--- config.mk ---
export PLATFORM = sky130hd
export DESIGN_NAME = sfp_flash_seq
export DESIGN_NICKNAME = d
export VERILOG_FILES = /design/src/sfp_pkg.sv /design/src/sfp_flash_seq.sv
export VERILOG_INCLUDE_DIRS = /design/src
export SDC_FILE = /design/constraint.sdc
export NUM_CORES = 2
export LEC_CHECK = 0
export BUFFER_PORTS_ARGS = -buffer_cell sky130_fd_sc_hd__buf_2
export CAP_MARGIN = 40
export CORE_MARGIN = 3
export CORE_UTILIZATION = 55
export DETAILED_ROUTE_END_ITERATION = 7
export GPL_TIMING_DRIVEN = 0
export MAX_ROUTING_LAYER = met4
export PLACE_DENSITY = 0.67
export SLEW_MARGIN = 20
export SYNTH_ARGS = -nofsm -noshare
export SYNTH_HDL_FRONTEND = slang
export SYNTH_SLANG_ARGS = --single-unit
--- constraint.sdc ---
create_clock -name i_clk -period 5.59 [get_ports i_clk]
set_input_delay 0.2795 -clock i_clk [delete_from_list [all_inputs] [get_ports i_clk]]
set_output_delay 0.2795 -clock i_clk [all_outputs]
set_load 0.1 [all_outputs]
--- src/sfp_defs.svh ---
// shared constants for the serial flash program, erase and lock sequencer
`ifndef SFP_DEFS_SVH
`define SFP_DEFS_SVH
`define SFP_CLK_PERIOD_NS           10
`define SFP_PROGRAM_CYCLE_TIME_NS   20000
`define SFP_PAGE_ERASE_TIME_NS      20000
`define SFP_SUBSECTOR_ERASE_TIME_NS 100000
`define SFP_WRITE_ENABLE_CMD_BYTES              3'h1
`define SFP_HDR_BYTES               3'h4
`define SFP_LOCK_BYTES              3'h5
`define SFP_CNT_SAT                 3'h6
`define SFP_LOCK_WR_BIT             0
`define SFP_LOCK_DOWN_BIT           1
`define SFP_LOCK_RESET              2'h0
`define SFP_ERASED_BYTE             8'hff
`define SFP_PAGE_LAST               12'h0ff
`define SFP_SUB_LAST                12'hfff
`endif

--- src/sfp_pkg.sv ---
// types shared by the serial flash program, erase and lock sequencer
package sfp_pkg;
  typedef enum logic [2:0] {
    SFP_IDLE  = 3'h0,
    SFP_P_RD  = 3'h1,
    SFP_P_WT  = 3'h3,
    SFP_P_WR  = 3'h2,
    SFP_ERASE = 3'h6,
    SFP_HOLD  = 3'h7
  } sfp_state_e;
  typedef enum logic [1:0] {
    SFP_K_PROG = 2'h0,
    SFP_K_PE   = 2'h1,
    SFP_K_SSE  = 2'h2
  } sfp_kind_e;
  typedef struct packed {
    logic        rd;
    logic        wr;
    logic [18:0] addr;
    logic [7:0]  data;
  } sfp_arr_s;
  typedef struct packed {
    logic sel_n;
    logic sck;
    logic din;
  } sfp_spi_s;
endpackage

--- src/sfp_flash_seq.sv ---
// serial flash command sequencer: page program, lock byte write, page and subsector erase
// Function
// - page program only clears bits from one to zero, never sets them
// - these instructions need the write enable latch set by a prior write enable
// - the five top address bits are ignored
// - data past the page end wraps to offset zero of the same page
// - over 256 bytes keeps the last 256; fewer bytes touch only their addresses
// - select must rise right after a complete data byte or nothing programs
// - valid program starts a timed cycle with write in progress high throughout
// - write enable latch clears during every timed program or erase cycle
// - program or page erase on a hardware protected page is not executed
// - these instructions are rejected while a cycle runs, leaving it untouched
// - lock write is opcode, three address bytes, one data byte, exact end
// - lock bits are volatile, untimed; latch clears within the select high time
// - lock data bit 1 is lock down, bit 0 write lock, others zero
// - page erase sets the addressed page to all ones over the page erase time
// - erases need select to rise right after the third address byte
// - subsector erase sets the subsector to ones with write in progress set
// - subsector erase refused if any page is hardware or software protected
// - reset aborts a running subsector erase; host waits before reselecting
// - lock write and subsector erase exist only in one device variant
// - sectors with write lock set are not written, programmed or erased
// - once lock down is set the sector lock bits are frozen until reset
`timescale 1ns/1ps
`include "sfp_defs.svh"
module sfp_flash_seq #(
  parameter logic [7:0] OP_WRITE_ENABLE_CMD      = 8'h31,
  parameter logic [7:0] OP_PP        = 8'h32,
  parameter logic [7:0] OP_LOCK      = 8'h33,
  parameter logic [7:0] OP_PE        = 8'h34,
  parameter logic [7:0] OP_SSE       = 8'h35,
  parameter bit         HAS_LOCK_SSE = 1'b1,
  parameter int unsigned PP_CYCLES   =
    (`SFP_PROGRAM_CYCLE_TIME_NS + `SFP_CLK_PERIOD_NS - 1) / `SFP_CLK_PERIOD_NS,
  parameter int unsigned PE_CYCLES   =
    (`SFP_PAGE_ERASE_TIME_NS + `SFP_CLK_PERIOD_NS - 1) / `SFP_CLK_PERIOD_NS,
  parameter int unsigned SSE_CYCLES  =
    (`SFP_SUBSECTOR_ERASE_TIME_NS + `SFP_CLK_PERIOD_NS - 1) / `SFP_CLK_PERIOD_NS
) (
  // clock and reset
  input  wire logic              i_clk,
  input  wire logic              i_resetn,
  // serial pins, synchronous levels
  input  wire sfp_pkg::sfp_spi_s i_spi,
  // hardware protection: pages at or above the index are protected when enabled
  input  wire logic              i_hw_prot_en,
  input  wire logic [10:0]       i_hw_prot_page,
  // array port: read data is valid the cycle after o_arr.rd
  input  wire logic [7:0]        i_arr_rdata,
  output sfp_pkg::sfp_arr_s      o_arr,
  // status
  output logic                   o_wip,
  output logic                   o_wel
);

  logic                 sel_q;
  logic                 sck_q;
  logic [2:0]           bit_cnt;
  logic [2:0]           byte_cnt;
  logic [7:0]           shreg;
  logic [7:0]           opcode;
  logic [18:0]          addr;
  logic [7:0]           wptr;
  logic                 seq_rej;
  logic [7:0]           page_buf [256];
  logic [255:0]         page_vld;
  logic [1:0]           lock [8];
  logic [7:0]           down_vec;
  sfp_pkg::sfp_state_e  state;
  sfp_pkg::sfp_kind_e   kind;
  logic [18:0]          base;
  logic [11:0]          idx;
  logic [23:0]          timer;
  logic                 sck_rise;
  logic                 sel_rise;
  logic                 byte_done;
  logic [7:0]           byte_in;
  logic                 ok_base;
  logic                 hw_page;
  logic                 hw_sub;
  logic                 wlock;
  logic                 buf_we;
  logic                 go_write_enable_cmd;
  logic                 go_pp;
  logic                 go_pe;
  logic                 go_sse;
  logic                 go_lock;
  logic                 start;

  // edge detection on the serial pins
  assign sck_rise  = i_spi.sck & ~sck_q & ~i_spi.sel_n;
  assign sel_rise  = i_spi.sel_n & ~sel_q;
  assign byte_in   = {shreg[6:0], i_spi.din};
  assign byte_done = sck_rise & (bit_cnt == 3'h7);

  // previous pin levels
  always_ff @(posedge i_clk) begin
    if (!i_resetn) begin
      sel_q <= 1'b1;
      sck_q <= 1'b0;
    end else begin
      sel_q <= i_spi.sel_n;
      sck_q <= i_spi.sck;
    end
  end

  // bit and byte counters, restarted whenever select is high
  always_ff @(posedge i_clk) begin
    if (!i_resetn || i_spi.sel_n) begin
      bit_cnt  <= 3'h0;
      byte_cnt <= 3'h0;
      shreg    <= 8'h00;
    end else if (sck_rise) begin
      bit_cnt <= bit_cnt + 3'h1;
      shreg   <= byte_in;
      // saturating: only short counts matter for framing
      if (bit_cnt == 3'h7 && byte_cnt != `SFP_CNT_SAT) begin
        byte_cnt <= byte_cnt + 3'h1;
      end
    end
  end

  // opcode and address capture
  always_ff @(posedge i_clk) begin
    if (!i_resetn) begin
      opcode <= 8'h00;
      addr   <= 19'h00000;
    end else if (byte_done) begin
      unique case (byte_cnt)
        3'h0: opcode <= byte_in;
        3'h1: addr[18:16] <= byte_in[2:0]; // top five bits dropped
        3'h2: addr[15:8] <= byte_in;
        3'h3: addr[7:0] <= byte_in;
        default: ;
      endcase
    end
  end

  // a sequence that saw a running cycle can never start one
  always_ff @(posedge i_clk) begin
    if (!i_resetn || i_spi.sel_n) begin
      seq_rej <= 1'b0;
    end else if (o_wip) begin
      seq_rej <= 1'b1;
    end
  end

  // page buffer: frozen while a cycle runs so it cannot be corrupted
  assign buf_we = byte_done & (byte_cnt >= `SFP_HDR_BYTES) & (opcode == OP_PP) & ~o_wip;

  always_ff @(posedge i_clk) begin
    if (!i_resetn) begin
      wptr <= 8'h00;
    end else if (byte_done && byte_cnt == 3'h3) begin
      wptr <= byte_in;
    end else if (buf_we) begin
      wptr <= wptr + 8'h01; // wraps inside the page
    end
  end

  always_ff @(posedge i_clk) begin
    if (buf_we) begin
      page_buf[wptr] <= byte_in; // later bytes overwrite earlier ones
    end
  end

  always_ff @(posedge i_clk) begin
    if (!i_resetn) begin
      page_vld <= '0;
    end else if (!o_wip && !i_spi.sel_n && sel_q) begin
      page_vld <= '0;
    end else if (buf_we) begin
      page_vld[wptr] <= 1'b1; // unsent offsets stay untouched
    end
  end

  // protection lookups
  assign hw_page = i_hw_prot_en & (addr[18:8] >= i_hw_prot_page);
  assign hw_sub  = i_hw_prot_en & ({addr[18:12], 4'hf} >= i_hw_prot_page);
  assign wlock   = lock[addr[18:16]][`SFP_LOCK_WR_BIT];

  // decode at the rising select edge; framing must end on a byte boundary
  assign ok_base = sel_rise & (bit_cnt == 3'h0) & ~o_wip & ~seq_rej;
  assign go_write_enable_cmd = ok_base & (opcode == OP_WRITE_ENABLE_CMD) & (byte_cnt == `SFP_WRITE_ENABLE_CMD_BYTES);
  assign go_pp   = ok_base & o_wel & (opcode == OP_PP) & (byte_cnt >= `SFP_LOCK_BYTES)
                 & ~hw_page & ~wlock;
  assign go_pe   = ok_base & o_wel & (opcode == OP_PE) & (byte_cnt == `SFP_HDR_BYTES)
                 & ~hw_page & ~wlock;
  assign go_sse  = ok_base & o_wel & HAS_LOCK_SSE & (opcode == OP_SSE)
                 & (byte_cnt == `SFP_HDR_BYTES) & ~hw_sub & ~wlock;
  assign go_lock = ok_base & o_wel & HAS_LOCK_SSE & (opcode == OP_LOCK)
                 & (byte_cnt == `SFP_LOCK_BYTES);
  assign start   = go_pp | go_pe | go_sse;

  // volatile per-sector lock bytes; only bits 1 and 0 are stored
  generate
    for (genvar s = 0; s < 8; s++) begin : g_lock
      assign down_vec[s] = lock[s][`SFP_LOCK_DOWN_BIT];
      always_ff @(posedge i_clk) begin
        if (!i_resetn) begin
          lock[s] <= `SFP_LOCK_RESET;
        end else if (go_lock && addr[18:16] == 3'(s) && !lock[s][`SFP_LOCK_DOWN_BIT]) begin
          lock[s] <= shreg[1:0];
        end
      end
    end
  endgenerate

  // write enable latch, cleared as a timed cycle starts or after a lock write
  always_ff @(posedge i_clk) begin
    if (!i_resetn) begin
      o_wel <= 1'b0;
    end else if (go_write_enable_cmd) begin
      o_wel <= 1'b1;
    end else if (go_lock || start) begin
      o_wel <= 1'b0;
    end
  end

  // self-timed cycle: array work first, then hold until the timer expires
  always_ff @(posedge i_clk) begin
    if (!i_resetn) begin
      state <= sfp_pkg::SFP_IDLE; // reset aborts any cycle
      kind  <= sfp_pkg::SFP_K_PROG;
      o_wip <= 1'b0;
      o_arr <= '0;
      base  <= 19'h00000;
      idx   <= 12'h000;
      timer <= 24'h000000;
    end else begin
      o_arr.rd <= 1'b0;
      o_arr.wr <= 1'b0;
      if (o_wip && timer != 24'h000000) begin
        timer <= timer - 24'h000001;
      end
      unique case (state)
        sfp_pkg::SFP_IDLE: begin
          if (start) begin
            o_wip <= 1'b1;
            idx   <= 12'h000;
            if (go_pp) begin
              kind  <= sfp_pkg::SFP_K_PROG;
              base  <= {addr[18:8], 8'h00};
              timer <= 24'(PP_CYCLES - 1);
              state <= sfp_pkg::SFP_P_RD;
            end else if (go_pe) begin
              kind  <= sfp_pkg::SFP_K_PE;
              base  <= {addr[18:8], 8'h00};
              timer <= 24'(PE_CYCLES - 1);
              state <= sfp_pkg::SFP_ERASE;
            end else begin
              kind  <= sfp_pkg::SFP_K_SSE;
              base  <= {addr[18:12], 12'h000};
              timer <= 24'(SSE_CYCLES - 1);
              state <= sfp_pkg::SFP_ERASE;
            end
          end
        end
        sfp_pkg::SFP_P_RD: begin
          if (page_vld[idx[7:0]]) begin
            o_arr.rd   <= 1'b1;
            o_arr.addr <= {base[18:8], idx[7:0]};
            state      <= sfp_pkg::SFP_P_WT;
          end else if (idx == `SFP_PAGE_LAST) begin
            state <= sfp_pkg::SFP_HOLD;
          end else begin
            idx <= idx + 12'h001;
          end
        end
        sfp_pkg::SFP_P_WT: state <= sfp_pkg::SFP_P_WR;
        sfp_pkg::SFP_P_WR: begin
          o_arr.wr   <= 1'b1;
          o_arr.data <= i_arr_rdata & page_buf[idx[7:0]];
          idx        <= idx + 12'h001;
          state      <= (idx == `SFP_PAGE_LAST) ? sfp_pkg::SFP_HOLD : sfp_pkg::SFP_P_RD;
        end
        sfp_pkg::SFP_ERASE: begin
          o_arr.wr   <= 1'b1;
          o_arr.addr <= {base[18:12], base[11:0] | idx};
          o_arr.data <= `SFP_ERASED_BYTE;
          idx        <= idx + 12'h001;
          if (idx == ((kind == sfp_pkg::SFP_K_PE) ? `SFP_PAGE_LAST : `SFP_SUB_LAST)) begin
            state <= sfp_pkg::SFP_HOLD;
          end
        end
        sfp_pkg::SFP_HOLD: begin
          if (timer == 24'h000000) begin
            o_wip <= 1'b0;
            state <= sfp_pkg::SFP_IDLE;
          end
        end
        default: state <= sfp_pkg::SFP_IDLE;
      endcase
    end
  end

  // checking helpers: last read data and measured busy length
  logic [7:0]  rdata_q;
  logic [23:0] wip_len;
  logic [23:0] exp_len;

  always_ff @(posedge i_clk) begin
    if (!i_resetn) begin
      rdata_q <= 8'h00;
      wip_len <= 24'h000000;
      exp_len <= 24'h000000;
    end else begin
      rdata_q <= i_arr_rdata;
      if (start && !o_wip) begin
        wip_len <= 24'h000000;
        exp_len <= go_pp ? 24'(PP_CYCLES) : (go_pe ? 24'(PE_CYCLES) : 24'(SSE_CYCLES));
      end else if (o_wip) begin
        wip_len <= wip_len + 24'h000001;
      end
    end
  end
endmodule

==> results.cfg <==
[sta]
fin_crit_sh = 0.988
final-setup-viol-count = 0
final.min_clock_period_ns = 5.52
drv_slew = 0
finalHoldViolCount = 0
max_slew_margin = 0.327
worstMarginPinSlew_ns = 1.01
rsz0062_at_grt = no
max_clock_freq_ghz = 0.181
fin_skew_ns = 0.0275
whs_ns = 0.0154

[synth]
synth_top_area_frac = 0.652
ys.flop_type = edfxtp_1
ys_warn_count = 0
synth_edf_count = 2064
synthArstFlopShare = 0
netlist_instances = 4816
synth.avg_cell_area_um2 = 19.7
syn_nets = 4868
synth_seq_cells = 2457
synth_cell_types = 71
syn-cell-area_um2 = 95100
seq_area_frac_synth = 0.735
yosysTopAreaCell = edfxtp_1
synth_area_leaders = edfxtp_1 (65%), mux4_2 (16%), dfxtp_1 (8.3%), o21a_1 (2.1%), nor2_1 (1.3%)

[worst_setup_path]
ff2ff_setup_slack_ns = 0.07
slowest_delay_ns = 0.84
cp_data_arrival_time_ns = 6.23
crit_buf_inv = 6
path_class = reg2reg
cpLargestDelayFamily = buffers and inverters
start_kind = flip-flop
cp_max_fo = 10
critPathCaptureType = flip-flop
cp.required_ns = 6.30
cp_slowest_cell = dfxtp_1
cp_cell_sequence = buf_6, buf_2, clkinv_1, buf_8, mux2i_1, o22ai_1, nor4_1, a221oi_2, buf_4, nand2_1, nand4b_4, buf_4, o22ai_2
cp_common_cell = buf_4

[clock_tree]
cts_root_buffer = clkbuf_16
clockBufferDepth = 3
cts_tree = built
clock_sinks = 2457
clk_latency_ns = 0.86
clk_pin_slew_ns = 0.06
htreeDepth = 4
cts-buffers-inserted = 237

[power]
p_per_area_nw_per_um2 = 347
max-vdd-ir-drop_v = 0.000403
leakagePower_nw = 37.6

[run_status]
status = finished, final reports clean

[grt]
gr-usage-all-layers = 0.314
grt_max_degree = 129
gr-usage-met1 = 0.435
grt_overflow = 0
antenna_found_initial = 16
grtUsageMet2 = 0.448
grt_busiest_layer = met2
grt_pass1_wl_um = 382000
use_met3 = 0.0785
grt_pass1_vias = 50942

[floorplan]
rows = 151
die-area_um2 = 178000
fp.coreArea_um2 = 171000
ioPinCount = 56
die_x_um = 422
die_h_um = 422
start_util = 0.557

[cells_and_area]
fin_cells = 7982
nets = 5516
final_area_um2 = 110000
drive_above_1_share = 0.274
fillerInstances = 11631
syn_to_final_growth_pct = 15.3
final_cell_mix = edfxtp_1 (2064), mux4_2 (688), dfxtp_1 (386), nor2_1 (329), o21a_1 (260)
final_common_cell = edfxtp_1

[route]
detail-route-antenna-nets = 0
routed_via_density = 6.55
num_vias = 52299
drc = 0
routed_wl_um = 270000
first_pass_iters = 8
drt_iter0_drc = 7758
wl_per_cell_um = 33.9

[placed_design]
place_congestion = 1.02
hpwl_um = 192000
dp.cells = 7471
io_buffers = 55
placed_area_um2 = 101000

[hold_path]
worst_hold_path_type = in2reg

[run]
drv_cap = 0
==> worst min-delay path: cells and delay by family <==
kind,cells,cell delay [ns]
AO/OA/AOI/OAI,2,0.39
buffers and inverters,1,0.14
==> per-layer routing <==
layer,share of wire,up-vias
met5,0,-
met4,0.053,0
met3,0.11,582
met2,0.45,3168
met1,0.38,27445
li1,-,21104
==> Yosys cell counts (all sizes together) (29+ instances only) <==
cell and n:
edfxtp 2064, mux4 692, dfxtp 393, nor2 338, o21a 260, clkbuf 185, nand2 140, buf 106
a21oi 67, mux2i 63, nand3 54, o21ai 46, a22o 43, a221oi 37, o22ai 31, inv 29
==> power breakdown <==
part / switching [W] / internal [W] / total, W
Sequential: 0.0000434 / 0.0197 / 0.0198
Combinational: 0.00157 / 0.000893 / 0.00246
Clock: 0.00679 / 0.00903 / 0.0158
==> area by class of cell <==
type,instances,area [um2],share of cell area
Inverter,31,116,0.00106
Clock inverter,97,983,0.00897
Clock buffer,354,6720,0.0613
Multi-Input combinational cell,2037,23900,0.218
Timing Repair Buffer,409,3810,0.0348
Tap cell,2295,2870,0.0262
Sequential cell,2457,69900,0.638
Antenna cell,11,27.5,0.000251
Buffer,291,1270,0.0116
==> through the flow <==
step | worst slack, ns | total power, W | utilization | setup TNS [ns]
floorplan | 1.14 | 0.0217 | - | 0
global placement | -3.28 | 0.0225 | 0.576 | -5162.23
detailed placement | 0.124 | 0.0226 | 0.594 | 0
CTS | 0.113 | 0.0382 | 0.640 | 0
global route | 0.0886 | 0.0391 | 0.642 | 0
finish | 0.0678 | 0.0380 | 0.642 | 0
==> kinds of logic after synthesis <==
family	share of synthesized area
AOI/OAI and AO/OA	0.0415
xor gates and xnor gates	0.00240
adders and majority gates	0.00355
buffers and inverters	0.0144
DFF	0.735
muxes	0.171
and+or+nand+nor	0.0328
==> worst paths after layout <==
kind	startpoint	end	cells past startpoint
worst max-delay path	idx[0]	flip-flop	13
worst min-delay path	i_arr_rdata[5]	o_arr[5]	3
worst max register to register	idx[0]	flip-flop	13
worst min register to register	base[15]	base[15]	2
==> registers in the layout, summed over array words and instances (netlist names), 2 cells and up, named ones only <==
name / count
kind: 2
base: 11
opcode: 8
o_arr: 29
shreg: 7
wptr: 8
lock: 16
bit_cnt: 3
byte_cnt: 3
timer: 24
state: 3
idx: 12
page_vld: 256
page_buf: 2048
addr: 11
==> timing repair <==
action / CTS / global route
endpoints found under the setup margin: 0 / 2
buffers inserted: 0 / 0
gates resized for setup: 0 / 2
hold buffers: 10 / 1
hold endpoints to repair: 46 / 1
Note: power is estimated with default switching activity, not from simulation.
